File: config.mk
export PLATFORM = sky130hd
export DESIGN_NAME = sdr_rate_seq
export DESIGN_NICKNAME = d
export VERILOG_FILES = /design/src/hdl/sdr_pkg.sv /design/src/hdl/sdr_rate_timer.sv /design/src/hdl/sdr_rate_seq.sv
export VERILOG_INCLUDE_DIRS = /design/src /design/src/hdl
export SDC_FILE = /design/constraint.sdc
export NUM_CORES = 1
export LEC_CHECK = 0
export BUFFER_PORTS_ARGS = -buffer_cell sky130_fd_sc_hd__buf_2
export CELL_PAD_IN_SITES_DETAIL_PLACEMENT = 1
export CELL_PAD_IN_SITES_GLOBAL_PLACEMENT = 1
export CORE_UTILIZATION = 45
export DETAILED_ROUTE_END_ITERATION = 16
export MAX_ROUTING_LAYER = met4
export PLACE_DENSITY = 0.87
export SLEW_MARGIN = 20
export SYNTH_ARGS = -nofsm -noshare
export SYNTH_HDL_FRONTEND = slang
export SYNTH_SLANG_ARGS = --single-unit
File: constraint.sdc
create_clock -name aclk -period 14.35 [get_ports aclk]
set_input_delay 0.7175 -clock aclk [delete_from_list [all_inputs] [get_ports aclk]]
set_output_delay 0.7175 -clock aclk [all_outputs]
set_load 0.05 [all_outputs]
File: src/hdl/sdr_consts.svh
/*
 * Register offsets, field positions, reset values and timing counts of
 * the rate sequencer. Assumes inclusion by bare name from hdl/.
 */
`ifndef SDR_CONSTS_SVH
`define SDR_CONSTS_SVH

`define SDR_ADDR_CTRL 8'h00
`define SDR_ADDR_CHAN 8'h04
`define SDR_ADDR_STATUS 8'h08
`define SDR_ADDR_DATA 8'h0c

`define SDR_CTRL_RST 16'h8001
`define SDR_CHAN_RST 8'h01
`define SDR_READY_BIT 7

`define SDR_RESP_OKAY 2'b00
`define SDR_RESP_SLVERR 2'b10

`define SDR_CLK_KHZ 125000
`define SDR_MCLK_KHZ 4920
`define SDR_MCLK_DIV (`SDR_CLK_KHZ / `SDR_MCLK_KHZ)
`define SDR_PRE_W 8
`define SDR_WORD_LEN 1024

`define SDR_SETTLE_CHOP 3'h2
`define SDR_SETTLE_ORD4 3'h4
`define SDR_SETTLE_ORD3 3'h3
`define SDR_MULT_PLAIN 3'h1

`endif

File: src/hdl/sdr_pkg.sv
/*
 * Types shared by the rate sequencer and its period timer.
 * Assumes sdr_consts.svh is on the include path.
 */
`include "sdr_consts.svh"

package sdr_pkg;

    typedef enum logic [1:0] {
        SDR_IDLE = 2'b00,
        SDR_SETTLE = 2'b01,
        SDR_RUN = 2'b10
    } sdr_state_e;

    // Control word as software sees it
    typedef struct packed {
        logic run;
        logic append;
        logic dual_notch;
        logic zero_lat;
        logic chop;
        logic order3;
        logic [9:0] rate;
    } sdr_cfg_s;

    // Controls towards modulator and decimation filter
    typedef struct packed {
        logic [2:0] chan;
        logic mod_rst;
        logic chop_pol;
        logic order3;
        logic dual_notch;
    } sdr_fe_s;

    typedef struct packed {
        logic [22:0] cnt;
        logic [`SDR_PRE_W-1:0] pre;
    } sdr_tmr_s;

    typedef struct packed {
        sdr_state_e fsm;
        sdr_cfg_s cfg;
        logic [7:0] chan_en;
        logic [2:0] chan;
        logic [2:0] res_chan;
        logic [2:0] per_cnt;
        logic pol;
        logic mod_rst;
        logic ready_n;
        logic [23:0] prev;
        logic [31:0] data;
        logic aw_got;
        logic w_got;
        logic [7:0] awaddr;
        logic [31:0] wdata;
        logic [3:0] wstrb;
        logic bvalid;
        logic [1:0] bresp;
        logic rvalid;
        logic [1:0] rresp;
        logic [31:0] rdata;
    } sdr_state_s;

endpackage : sdr_pkg

File: src/hdl/sdr_rate_timer.sv
/*
 * Output-rate period timer: master clock enable from a divider, then a
 * count of 1024 x rate divider x multiplier master clock cycles.
 * Assumes restart and settings come from logic on aclk.
 */
`timescale 1ns/10ps
`include "sdr_consts.svh"

module sdr_rate_timer #(
    parameter int MCLK_DIV = `SDR_MCLK_DIV
) (
    input wire logic aclk,
    input wire logic aresetn,
    input wire logic restart,
    input wire logic [9:0] rate,
    input wire logic [2:0] mult,
    output logic period_end
);
    import sdr_pkg::*;

    sdr_tmr_s t_r;
    sdr_tmr_s t_nxt;
    logic mclk_en;
    logic [9:0] rate_eff;
    logic [12:0] prod;
    logic [22:0] lim;

    always_comb begin
        // A zero divider is illegal; run it as one
        rate_eff = (rate == 10'h0) ? 10'h1 : rate;
        prod = {3'h0, rate_eff} * {10'h0, mult};
        lim = {prod - 13'h1, 10'h3ff};
        mclk_en = (t_r.pre == `SDR_PRE_W'(MCLK_DIV - 1));
        // No period ends while the front end is held in reset
        period_end = mclk_en && !restart && (t_r.cnt >= lim);
        t_nxt = t_r;
        if (restart) begin
            t_nxt = '0;
        end else if (mclk_en) begin
            t_nxt.pre = '0;
            t_nxt.cnt = period_end ? 23'h0 : t_r.cnt + 23'h1;
        end else begin
            t_nxt.pre = t_r.pre + `SDR_PRE_W'(1);
        end
    end

    always_ff @(posedge aclk) begin
        if (!aresetn) begin
            t_r <= '0;
        end else begin
            t_r <= t_nxt;
        end
    end
endmodule : sdr_rate_timer

File: src/hdl/sdr_rate_seq.sv
/*
 * Conversion timing and channel sequencer of a sigma-delta converter,
 * with an AXI4-Lite register slave. Assumes the filter result input
 * comes from logic on aclk and holds the latest filter output.
 */
// Design decisions made here: the AXI4-Lite slave port and the register offsets.
// Overview of operation
// - Chop swaps input polarity per settled phase and averages phases.
// - Chop rate is clock over order x 1024 x divider.
// - Chop settling lasts two output periods for both filters.
// - Dual notch bit plus 50 Hz rate gives 50 and 60 Hz notches.
// - Zero latency makes every conversion wait a full settling time.
// - Zero latency rate does not depend on enabled channel count.
// - Eight channel enable bits choose the sequenced channels.
// - Continuous mode converts each enabled channel in turn unprompted.
// - Ready goes low whenever a valid result is available.
// - Selecting a channel resets modulator and filter; ready goes high only on the first select from idle.
// - After a channel change wait full settling before the result.
// - After a result move on while the old result stays readable.
// - A full pass takes settling time times enabled channel count.
// - Fourth order plain mode settles in four output periods.
// - Order select zero gives fourth order, one gives third order.
// - Plain rate is clock over 1024 x divider, settle four or three.
// - Appended status low nibble holds the converted channel.
`timescale 1ns/10ps
`include "sdr_consts.svh"

module sdr_rate_seq #(
    parameter int MCLK_DIV = `SDR_MCLK_DIV
) (
    input wire logic aclk,
    input wire logic aresetn,
    input wire logic [7:0] s_axi_awaddr,
    input wire logic [2:0] s_axi_awprot,
    input wire logic s_axi_awvalid,
    output logic s_axi_awready,
    input wire logic [31:0] s_axi_wdata,
    input wire logic [3:0] s_axi_wstrb,
    input wire logic s_axi_wvalid,
    output logic s_axi_wready,
    output logic [1:0] s_axi_bresp,
    output logic s_axi_bvalid,
    input wire logic s_axi_bready,
    input wire logic [7:0] s_axi_araddr,
    input wire logic [2:0] s_axi_arprot,
    input wire logic s_axi_arvalid,
    output logic s_axi_arready,
    output logic [31:0] s_axi_rdata,
    output logic [1:0] s_axi_rresp,
    output logic s_axi_rvalid,
    input wire logic s_axi_rready,
    input wire logic [23:0] filter_result,
    output sdr_pkg::sdr_fe_s fe_ctrl,
    output logic conversion_ready_n
);
    import sdr_pkg::*;

    sdr_state_s st_r;
    sdr_state_s st_nxt;
    logic period_end;
    logic [2:0] mult;
    logic [2:0] settle_n;
    logic multi;
    logic cfg_wr;
    logic rd_clr;
    logic result_stb;
    logic advance;
    logic [23:0] res;
    logic [24:0] diff;
    logic [2:0] seq_next;

    // First enabled channel after 'from', ascending with wrap
    function automatic logic [2:0] next_chan(input logic [2:0] from,
                                             input logic [7:0] en);
        logic [2:0] idx;
        logic [2:0] pick;
        pick = from;
        for (int i = 8; i >= 1; i--) begin
            idx = 3'(from + 3'(i));
            if (en[idx]) begin
                pick = idx;
            end
        end
        return pick;
    endfunction : next_chan

    sdr_rate_timer #(
        .MCLK_DIV(MCLK_DIV)
    ) u_timer (
        .aclk(aclk),
        .aresetn(aresetn),
        .restart(st_r.mod_rst),
        .rate(st_r.cfg.rate),
        .mult(mult),
        .period_end(period_end)
    );

    always_comb begin
        // Chop stretches the period by the filter order
        if (st_r.cfg.chop) begin
            mult = st_r.cfg.order3 ? `SDR_SETTLE_ORD3 : `SDR_SETTLE_ORD4;
            settle_n = `SDR_SETTLE_CHOP;
        end else begin
            mult = `SDR_MULT_PLAIN;
            settle_n = st_r.cfg.order3 ? `SDR_SETTLE_ORD3
                                       : `SDR_SETTLE_ORD4;
        end
        multi = (st_r.chan_en & (st_r.chan_en - 8'h1)) != 8'h0;
        // Average the two polarities so the offset cancels
        if (st_r.pol) begin
            diff = {st_r.prev[23], st_r.prev}
                 - {filter_result[23], filter_result};
        end else begin
            diff = {filter_result[23], filter_result}
                 - {st_r.prev[23], st_r.prev};
        end
        res = st_r.cfg.chop ? diff[24:1] : filter_result;
        seq_next = next_chan(st_r.chan, st_r.chan_en);
    end

    assign s_axi_awready = !st_r.aw_got && !st_r.bvalid;
    assign s_axi_wready = !st_r.w_got && !st_r.bvalid;
    assign s_axi_arready = !st_r.rvalid;
    assign s_axi_bvalid = st_r.bvalid;
    assign s_axi_bresp = st_r.bresp;
    assign s_axi_rvalid = st_r.rvalid;
    assign s_axi_rresp = st_r.rresp;
    assign s_axi_rdata = st_r.rdata;

    always_comb begin
        st_nxt = st_r;
        st_nxt.mod_rst = 1'b0;
        cfg_wr = 1'b0;
        rd_clr = 1'b0;
        result_stb = 1'b0;
        advance = 1'b0;

        // Write channel: address and data in either order
        if (st_r.bvalid && s_axi_bready) begin
            st_nxt.bvalid = 1'b0;
        end
        if (s_axi_awvalid && s_axi_awready) begin
            st_nxt.aw_got = 1'b1;
            st_nxt.awaddr = s_axi_awaddr;
        end
        if (s_axi_wvalid && s_axi_wready) begin
            st_nxt.w_got = 1'b1;
            st_nxt.wdata = s_axi_wdata;
            st_nxt.wstrb = s_axi_wstrb;
        end
        if (st_r.aw_got && st_r.w_got) begin
            st_nxt.aw_got = 1'b0;
            st_nxt.w_got = 1'b0;
            st_nxt.bvalid = 1'b1;
            st_nxt.bresp = `SDR_RESP_OKAY;
            unique case (st_r.awaddr)
                `SDR_ADDR_CTRL: begin
                    if (st_r.wstrb[0]) begin
                        st_nxt.cfg[7:0] = st_r.wdata[7:0];
                    end
                    if (st_r.wstrb[1]) begin
                        st_nxt.cfg[15:8] = st_r.wdata[15:8];
                    end
                    cfg_wr = st_r.wstrb[1:0] != 2'b00;
                end
                `SDR_ADDR_CHAN: begin
                    if (st_r.wstrb[0]) begin
                        st_nxt.chan_en = st_r.wdata[7:0];
                    end
                    cfg_wr = st_r.wstrb[0];
                end
                `SDR_ADDR_STATUS, `SDR_ADDR_DATA: begin
                    st_nxt.bresp = `SDR_RESP_OKAY;
                end
                default: begin
                    st_nxt.bresp = `SDR_RESP_SLVERR;
                end
            endcase
        end

        // Read channel
        if (st_r.rvalid && s_axi_rready) begin
            st_nxt.rvalid = 1'b0;
        end
        if (s_axi_arvalid && s_axi_arready) begin
            st_nxt.rvalid = 1'b1;
            st_nxt.rresp = `SDR_RESP_OKAY;
            unique case (s_axi_araddr)
                `SDR_ADDR_CTRL: st_nxt.rdata = {16'h0, st_r.cfg};
                `SDR_ADDR_CHAN: st_nxt.rdata = {24'h0, st_r.chan_en};
                `SDR_ADDR_STATUS: begin
                    st_nxt.rdata = {24'h0, st_r.ready_n, 4'h0,
                                    st_r.res_chan};
                end
                `SDR_ADDR_DATA: begin
                    st_nxt.rdata = st_r.data;
                    rd_clr = 1'b1;
                end
                default: begin
                    st_nxt.rdata = 32'h0;
                    st_nxt.rresp = `SDR_RESP_SLVERR;
                end
            endcase
        end
        // Reading the data word releases ready
        if (rd_clr) begin
            st_nxt.ready_n = 1'b1;
        end

        // Sequencer; a configuration change restarts from idle
        if (cfg_wr) begin
            st_nxt.fsm = SDR_IDLE;
            st_nxt.ready_n = 1'b1;
        end else begin
            unique case (st_r.fsm)
                SDR_IDLE: begin
                    if (st_r.cfg.run && st_r.chan_en != 8'h0) begin
                        st_nxt.mod_rst = 1'b1;
                        st_nxt.ready_n = 1'b1;
                        st_nxt.chan = next_chan(3'h7, st_r.chan_en);
                        st_nxt.per_cnt = 3'h0;
                        st_nxt.pol = 1'b0;
                        st_nxt.fsm = SDR_SETTLE;
                    end
                end
                SDR_SETTLE: begin
                    if (period_end) begin
                        st_nxt.prev = filter_result;
                        st_nxt.pol = st_r.cfg.chop ^ st_r.pol;
                        if (st_r.per_cnt == settle_n - 3'h1) begin
                            result_stb = 1'b1;
                        end else begin
                            st_nxt.per_cnt = st_r.per_cnt + 3'h1;
                        end
                    end
                end
                SDR_RUN: begin
                    if (period_end) begin
                        st_nxt.prev = filter_result;
                        st_nxt.pol = st_r.cfg.chop ^ st_r.pol;
                        result_stb = 1'b1;
                    end
                end
                default: begin
                    st_nxt.fsm = SDR_IDLE;
                end
            endcase
        end

        if (result_stb) begin
            st_nxt.data = {st_r.cfg.append ? {4'h0, 1'b0, st_r.chan}
                                           : 8'h0, res};
            st_nxt.res_chan = st_r.chan;
            st_nxt.ready_n = 1'b0;
            // Zero latency or several channels settle every conversion
            advance = st_r.cfg.zero_lat || multi;
            if (!st_r.cfg.run) begin
                st_nxt.fsm = SDR_IDLE;
            end else if (advance) begin
                st_nxt.mod_rst = 1'b1;
                st_nxt.chan = seq_next;
                st_nxt.per_cnt = 3'h0;
                st_nxt.pol = 1'b0;
                st_nxt.fsm = SDR_SETTLE;
            end else begin
                st_nxt.fsm = SDR_RUN;
            end
        end
    end

    always_ff @(posedge aclk) begin
        if (!aresetn) begin
            st_r <= '0;
            st_r.cfg <= `SDR_CTRL_RST;
            st_r.chan_en <= `SDR_CHAN_RST;
            st_r.ready_n <= 1'b1;
        end else begin
            st_r <= st_nxt;
        end
    end

    always_comb begin
        fe_ctrl.chan = st_r.chan;
        fe_ctrl.mod_rst = st_r.mod_rst;
        fe_ctrl.chop_pol = st_r.pol;
        fe_ctrl.order3 = st_r.cfg.order3;
        fe_ctrl.dual_notch = st_r.cfg.dual_notch;
    end
    assign conversion_ready_n = st_r.ready_n;
endmodule : sdr_rate_seq

-- Word-level counts from Yosys, hierarchy flattened
Index checks and enable logic that the tools add are counted.
- flip-flop bits (word level): 191
- bits of input ports: 89
- bitwise gates (word level): 4
- multiply operators: 1
- order comparisons: 8
- reduce and logical (&&, ||, !) cells: 37
- $add $sub $neg: 15
- multiplexer cells: 76
- equal/unequal tests: 13
- operators by type and width (cell ; number):
    32-bit case mux with 4 select lines ; 1
    3-bit two-way mux ; 24
    24-bit by 24-bit subtractor with 25-bit output ; 2
    35-bit two-way mux ; 1
    8-bit by 4-bit equality test with 1-bit output (second input constant) ; 4
    3-bit by 4-bit less-than comparator with 1-bit output (second input constant) ; 7
    25-bit two-way mux ; 1
    24-bit two-way mux ; 1
    23-bit by 1-bit adder with 23-bit output (second input constant) ; 1
    23-bit >= comparator ; 1
    23-bit two-way mux ; 1
    1-bit binary-select mux with 3-bit select ; 7
    1-bit two-way mux ; 20
    8-bit by 3-bit equality test with 1-bit output (second input constant) ; 2
    8-bit zero test ; 2
    2-bit two-way mux ; 8
    8-bit nonzero test ; 2
    5-bit two-way mux ; 3
    10-bit by 3-bit multiplier with 13-bit output ; 1
    13-bit by 1-bit subtractor with 13-bit output (second input constant) ; 1
    3-bit adder (second input constant) ; 4
    12-bit two-way mux ; 1
    3-bit AND reduction ; 4
    1-bit logical AND ; 11
    other kinds (31) ; 44

-- Logic depth before layout (Yosys ltp)
Gate-level depths: netlist (run 1).
- depth after elaboration: 13
- mapped depth: 28

-- Hierarchy
Synthesis (run 1) repeated with hierarchy kept, for this count alone.
- cells, all modules: 1544
- area, all modules: 12255.5 sq um
- by module, submodules not included (module ; cells each ; times used ; area an instance (sq um) ; seq. area each (sq um)):
    sdr_rate_seq ; 1206 ; 1 ; 9465.3 ; 2962.8
    sdr_rate_timer ; 338 ; 1 ; 2790.2 ; 620.6

-- Worst setup path before layout (run 1)
OpenSTA, ideal clock, no wires.
- path type: reg-to-reg
- start: register st_r[171] in the netlist's numbering
- end: register st_r (netlist bit fe_ctrl[5])
- stages on the path, launching flop included: 28
- data arrival time: 5738 ps
- path slack: 8549 ps
- cells stage by stage: dfxtp_1 -> clkbuf_1 -> and2_1 -> clkbuf_1 -> nand2_1 -> ha_1 -> inv_1 -> fa_1 -> ha_1 -> a21o_1 -> a21oi_1 -> o21ai_0 -> a21oi_1 -> o21a_1 -> o21ai_0 -> o41ai_1 -> xor2_1 -> ha_1 -> nand2_1 -> o21ai_0 -> nor3_1 -> and4b_1 -> clkbuf_1 -> nor4_4 -> and3_1 -> buf_4 -> mux2_4 -> nor2_2
- cells in the longest elaborated chain, start to end: 9
- elaborated cells between the ends (all ways): 15
- RTL lines (item ; RTL line ; source):
    from (decl) ; sdr_rate_seq.sv:58 ; sdr_state_s st_r;
    from (signal assigned) ; sdr_rate_seq.sv:278 ; st_r <= st_nxt;
    3-bit two-way mux ; sdr_rate_seq.sv:100 ; if (st_r.cfg.chop) begin
    10-bit by 3-bit multiplier with 13-bit output ; sdr_rate_timer.sv:31 ; prod = {3'h0, rate_eff} * {10'h0, mult};
    13-bit by 1-bit subtractor with 13-bit output ; sdr_rate_timer.sv:32 ; lim = {prod - 13'h1, 10'h3ff};
    23-bit >= comparator ; sdr_rate_timer.sv:35 ; period_end = mclk_en && !restart && (t_r.cnt >= lim);
    1-bit logical AND ; sdr_rate_timer.sv:35 ;
    1-bit two-way mux, on equally long branches ; sdr_rate_seq.sv:238, sdr_rate_seq.sv:227 ;
    1-bit case mux with 2 select lines (*) ; sdr_rate_seq.sv:215 ; unique case (st_r.fsm)
    1-bit two-way mux (*) ; sdr_rate_seq.sv:211 ; if (cfg_wr) begin
    10-bit inequality test (no source line) or 12-bit two-way mux (tied branches) ; -- ;
Every way passes the cells marked *; elsewhere a longest branch is shown, timed or not.
A chain may end at the register's enable or synchronous reset.

-- Worst setup path after layout (run 1)
- start: register st_r[171] in the netlist's numbering
- end: register st_r (netlist bit fe_ctrl[6])
Same word-level chain as after synthesis.

==> results of run 1 <==
[state kept, by name, indices dropped and copies added, names as in the netlist]
| name | count |
|---|---|
| conversion_ready_n | 1 |
| fe_ctrl | 7 |
| s_axi_bresp | 1 |
| s_axi_bvalid | 1 |
| s_axi_rdata | 27 |
| s_axi_rresp | 1 |
| s_axi_rvalid | 1 |
| st_r | 109 |
| u_timer.t_r | 31 |
[cells in the mapped netlist (4+ instances only)]
cell type,instances
nand2b_1,13
xnor2_1,27
buf_6,4
a21oi_1,143
or2_2,4
clkbuf_1,53
mux2i_1,72
nor2b_1,16
dfxtp_1,179
a21o_1,11
nor2_1,175
o211ai_1,20
nand3_1,43
a211oi_1,17
a31oi_1,9
or3_1,7
o21a_1,7
a22oi_1,12
buf_4,47
mux2_2,16
o21bai_1,6
a41oi_1,4
xor2_1,27
inv_1,98
nand4_1,13
o21ai_0,50
nand3b_1,5
ha_1,92
o21ai_1,19
o31ai_1,6
fa_1,11
buf_2,11
nand2_1,169
nor3_1,15
and3_1,15
mux4_2,8
a221oi_1,6
and2_1,20
a222oi_1,4
[layout make-up]
| cell class | count | share of cell area, % |
|---|---|---|
| antenna | 1 | 0.01901 |
| clock buffer | 17 | 3.232 |
| clock inverter | 15 | 1.673 |
| inverter | 100 | 2.870 |
| multi-input combinational | 1124 | 57.25 |
| sequential | 179 | 27.23 |
| tap | 335 | 3.184 |
| timing repair buffer | 115 | 4.543 |
[per-layer routing]
metal / global-route usage [%] / up-vias / wire length (µm)
met3: 4.099 / 91 / 1653
met1: 31.12 / 5358 / 15110
met5: - / - / 0
met2: 46.43 / 295 / 17780
met4: 12.03 / 0 / 1434
li1: - / 5236 / -
[power by group]
group | internal, W | switching (W) | leakage, nW | total (W)
logic | 0.0000465 | 0.000102 | 3.62 | 0.000148
clock network | 0.000248 | 0.000266 | 0.310 | 0.000514
registers | 0.000506 | 0.00000952 | 1.45 | 0.000515
[metrics by stage]
stage / hold slack (ns) / cell area [µm²] / utilization [%]
after floorplan: 0.4285 / 12140 / -
after global placement: 0.4352 / 12520 / 47.76
after detailed placement: 0.4493 / 12520 / 47.76
after CTS: 0.4301 / 13160 / 50.22
after global routing: 0.4621 / 13160 / 50.23
final: 0.4367 / 13160 / 50.23
[kinds of logic (layout without fill, tap and decap cells)]
group	count (synthesis)	count (layout)	synth area share, %
AND/OR/NAND/NOR	514	514	19.43
AO/OA/AOI/OAI	345	345	17.61
buffers and inverters	217	247	8.538
flip-flops	179	179	29.57
adder cells (fa/ha/maj)	104	104	11.40
multiplexers	99	99	9.385
XOR/XNOR	55	55	4.037
other	1	8	0.03094
[worst max-delay path, stage by stage (launching register included)]
cell	delay, ns
dfxtp_1	0.34
clkinv_1	0.32
nor2_1	0.73
nand2_1	0.14
ha_1	0.31
inv_1	0.05
fa_1	0.50
ha_1	0.33
a21o_1	0.17
a21oi_1	0.21
o21ai_0	0.11
a21oi_1	0.24
o21a_1	0.17
o21ai_0	0.13
o41ai_1	0.32
xor2_1	0.12
ha_1	0.33
nand2_1	0.05
o21ai_0	0.47
nor3_1	0.09
and4b_1	0.39
nor4_4	0.70
and3_1	0.52
o2111ai_1	0.21
and3_1	0.22
[final timing paths]
path                          end  slack, ns  depth (start not counted)
setup / recovery       fe_ctrl[6]       7.05                         24
hold / removal       s_axi_rvalid       0.44                          2
setup reg to reg       fe_ctrl[6]       7.05                         24
hold reg to reg   s_axi_rdata[16]       0.46                          2
==> metrics, run 1 <==
top_reg_cell synth dfxtp_1; Max Clock Freq between 100 and 150 MHz; Initial Util a little under half; pin count of the biggest net entering global routing 72; Port Buffers 106; Die Width 166.1 µm; Slew @ Worst Pin between 1 and 1.5 ns; DRC viols 3; total track usage a little over a quarter; Leak Pwr roughly 5.4 nW; sequential fraction of the synthesis area 29.57%; die area approximately 0.028 mm²; Fin. Hold Viols 0; Placed Cells incl. Taps 1,853; Worst Skew 0.01428 ns; Post-CTS Repair Setup Buffers 0; Root Buffer clkbuf_16; Reg area 0.003585 mm²; WP data required 14.70 ns; status finished with violations; antenna violations before repair 1; final worst setup slack 7.052 ns; worst hold path class in2reg; placer congestion estimate 0.8762; first-pass GRT wire length 58,270 µm; Worst Setup SP st_r[171]; Finished Layout Cells 1,886; synth top area cells dfxtp_1 30%, ha_1 9.5%, mux2i_1 5.9%; commonest cells after routing, fill and taps aside 178 x dfxtp_1, 175 x nor2_1, 169 x nand2_1; ratio of final minimum period to clock period 50.86%; pre-CTS setup slack 7.174 ns; Synth Cell Area approximately 0.012 mm²; failing checks DRC; Pins Over Slew Limit 0; RR Startpoint st_r[171]; multi-input combinational cell area 0.007536 mm²; CTS tree yes; I/O pins about 140; Post-DRT Antenna Nets 0; Final Setup Violations 0; final wirelength 35,980 µm; routed length per instance between 15 and 20 µm; fin crit period 7.298 ns; Syn. warnings 0; Hold Crit Start s_axi_rready; CTS resizes 0; Syn Inst Count 1,514; leading area contributor after synthesis dfxtp_1; FFs w/ async S/R, synth 0%; EDFF count, synth 0; worst-skew pair later-pin latency 0.46 ns; Worst-path clk slew 0.09 ns; Hold Buf Count CTS 0; register bit total from synthesis 179; total chip power between 0.001 and 0.0015 W; critical path type reg2reg; most common cell after layout, fill and taps aside dfxtp_1; Post-DP HPWL about 27,000 µm; RSZ-0062 raised after global routing false; layout cells sized above 1 approximately an eighth; fill count about 3,200; Core ar. about 0.026 mm²; via count 10,980; GR Overflow Total 0; syn_area_per_cell between 8 and 9 µm²; synth unique cells slightly below 80; Max Cap Viol 0; post-DR vias/cell 5.822; CP Max Fanout 10; Clock Sinks 179; iteration-0 DRC count of the detailed router about 700; relative slew slack 28.70%; Area Overhead vs Synth 8.621%; final setup TNS 0 ns; H-tree depth 4; Startpoint Class flip-flop; peak supply drop between 0.05 and 0.06 mV; crit path capture type flip-flop; vias in the first global route 11,366; cts bufs inserted 17; fin nets 1,729; # rows 59; Die Y 166.1 µm; first drt pass iteration count 13; Power Dens Cells 89.46 mW/mm²; CTS max path bufs 2; Critical Path AT 7.64 ns; top cell type's share of synthesized area 29.57%
No activity file was read; power rests on OpenSTA's default activity.
==> inputs of run 2 (changes only) <==
--- a/config.mk
+++ b/config.mk
@@ -9,10 +9,10 @@
 export BUFFER_PORTS_ARGS = -buffer_cell sky130_fd_sc_hd__buf_2
 export CELL_PAD_IN_SITES_DETAIL_PLACEMENT = 1
 export CELL_PAD_IN_SITES_GLOBAL_PLACEMENT = 1
-export CORE_UTILIZATION = 45
+export CORE_UTILIZATION = 40
 export DETAILED_ROUTE_END_ITERATION = 16
 export MAX_ROUTING_LAYER = met4
-export PLACE_DENSITY = 0.87
+export PLACE_DENSITY = 0.82
 export SLEW_MARGIN = 20
 export SYNTH_ARGS = -nofsm -noshare
 export SYNTH_HDL_FRONTEND = slang
==> constraint.sdc (replaced) <==
create_clock -name aclk -period 6 [get_ports aclk]
set_input_delay 0.3 -clock aclk [delete_from_list [all_inputs] [get_ports aclk]]
set_output_delay 0.3 -clock aclk [all_outputs]
set_load 0.05 [all_outputs]
==> metrics, run 2 (synthesis results as in run 1) <==
Leak Pwr 5.506 nW (+2.4%); Port Buffers 106 (unchanged); Critical Path AT 6.04 ns (-1.60 ns); Crit-path slowest cell fa_1; Reg with most FFs st_r; Initial Util 40.78% (-5.5 points); DRC viols 0 (-3); Max Clock Freq 176.4 MHz (+29%); H-tree depth 4 (unchanged); die area 0.03100 mm² (+12%); switching share of power 30.91% (-1.2 points); Core ar. 0.02972 mm² (+13%); Cell Area, Placed 0.01275 mm² (+1.8%); cts bufs inserted 17 (unchanged); I/O pins 138 (unchanged); final wirelength 36,250 µm (+0.74%); Final Setup Violations 0 (unchanged); Worst path depth 27 (+13%); Clock Sinks 179 (unchanged); met2 Track Usage GR 41.52% (-4.9 points); Finished Layout Cells 1,961 (+4.0%); Placed Cells incl. Taps 1,926 (+3.9%); Root Buffer clkbuf_16; placer congestion estimate 0.8962 (+2.3%); reg2reg path depth 27 (+13%); antenna violations before repair 1 (unchanged); Die Y 176.1 µm (+6.0%); fin crit period 5.669 ns (-1.629 ns); GR Overflow Total 0 (unchanged); Slew @ Worst Pin 1.086 ns (+0.02004 ns); commonest cells after routing, fill and taps aside 178 x dfxtp_1, 175 x nor2_1, 167 x nand2_1; layer with the highest usage met2; Post-DRT Antenna Nets 0 (unchanged); Power Dens Cells 208.2 mW/mm² (+130%); Final Util 45.33% (-4.9 points); Design Area, Final 0.01347 mm² (+2.3%); CP Max Fanout 43 (+33); Crit path top cell by count a21oi_1; CTS tree yes; via count 11,007 (+0.25%); Die Width 176.1 µm (+6.0%); Critical Path Max Stage Delay 0.58 ns (-0.15 ns); switching power total 0.0008670 W (+130%); Hold Path Depth 2 (unchanged); internal power 0.001938 W (+140%); Pins Over Slew Limit 0 (unchanged); total chip power 0.002805 W (+140%); first-pass GRT wire length 57,740 µm (-0.91%); first drt pass iteration count 4 (-9); max reg flops 109 (unchanged); # rows 63 (+6.8%); Area Overhead vs Synth 11.16%; GRT met1 Usage 27.67% (-3.5 points); met3 usage 3.101% (-1.0 points); Startpoint Class flip-flop; layout cells sized above 1 14.08% (+1.6 points); Worst-path clk slew 0.08 ns (about the same); CP bufs+invs 4 (+2); ratio of final minimum period to clock period 94.49% (+44 points); Hold Crit Start s_axi_rready; Fin. Hold Viols 0 (unchanged); routed length per instance 18.48 µm (-3.1%); relative slew slack 27.62% (-1.1 points); R2R Setup Slk 0.33 ns (-6.72 ns); vias in the first global route 11,372 (+0.053%); combinational group share of total power 12.7% (about the same); critical path type reg2reg; WP data required 6.37 ns (-8.33 ns); peak supply drop 0.1880 mV (+250%); power share of the sequential group 43.9% (+0.2 points); status finished, final reports clean; RR Startpoint st_r[163]; power share of the clock group 43.4% (-0.2 points); fin nets 1,749 (+1.2%); crit path capture type flip-flop; most common cell after layout, fill and taps aside dfxtp_1; Worst Skew 0.01836 ns (+0.004077 ns); worst hold path class in2reg; worst-skew pair later-pin latency 0.46 ns (about the same); total track usage 23.98% (-3.1 points); Max Cap Viol 0 (unchanged); pin count of the biggest net entering global routing 104 (+44%); Post-DP HPWL 26,890 µm (+1.0%); Worst Setup SP st_r[163]; iteration-0 DRC count of the detailed router 569 (-18%); Crit path max-delay family adder cells; CTS max path bufs 2 (unchanged); post-DR vias/cell 5.613 (-3.6%)
[run 2: changes by cell type in the layout (fill, tap and decap cells not counted), sizes merged]
cell	before	now
inv	110	104
clkinv	5	10
bufinv	0	1
clkbuf	17	18
buf	115	134
[run 2: repair_timing]
item	CTS	global route
cloned	0	1
buffers inserted	0	1
setup endpoints to repair	2	64
resized for setup	1	9
pin swaps	0	6
hold buffers	0	0
[run 2: metal layers]
metal,share of wire [%],vias to the layer above
met4,3.7,0
met3,3.6,87
met2,50,232
met1,42,5402
met5,0,-
li1,-,5286
[run 2: layout make-up]
type | count | area [µm²]
antenna | 1 | 2.502
clock buffer | 17 | 425.4
clock inverter | 15 | 227.7
fill | 3631 | 16250
inverter | 100 | 377.9
multi-input combinational | 1124 | 7571
sequential | 179 | 3585
tap | 390 | 488.0
timing repair buffer | 135 | 794.5
[run 2: worst paths after layout]
check,endpoint
setup / recovery,st_r[99]
hold / removal,s_axi_rvalid
setup reg to reg,st_r[99]
hold reg to reg,s_axi_rdata[23]
[run 2: power groups by stage]
stage	logic [W]	clock network, W	registers [W]
2_1_floorplan	0.000247	0	0.00125
3_3_place_gp	0.000341	0	0.00126
3_5_place_dp	0.000352	0	0.00126
4_1_cts	0.000356	0.00123	0.00123
5_1_grt	0.000390	0.00128	0.00123
6_report	0.000356	0.00122	0.00123
[run 2: through the flow]
stage                     setup slack, ns    TNS, ns  hold WS (ns)
after CTS                          0.1114          0       0.01572
after floorplan                    0.1987          0        0.4001
after detailed placement          0.03081          0        0.4447
after global routing            -0.003144  -0.003332       0.01703
final                              0.3306          0       0.01605
after global placement             0.2116          0        0.4386
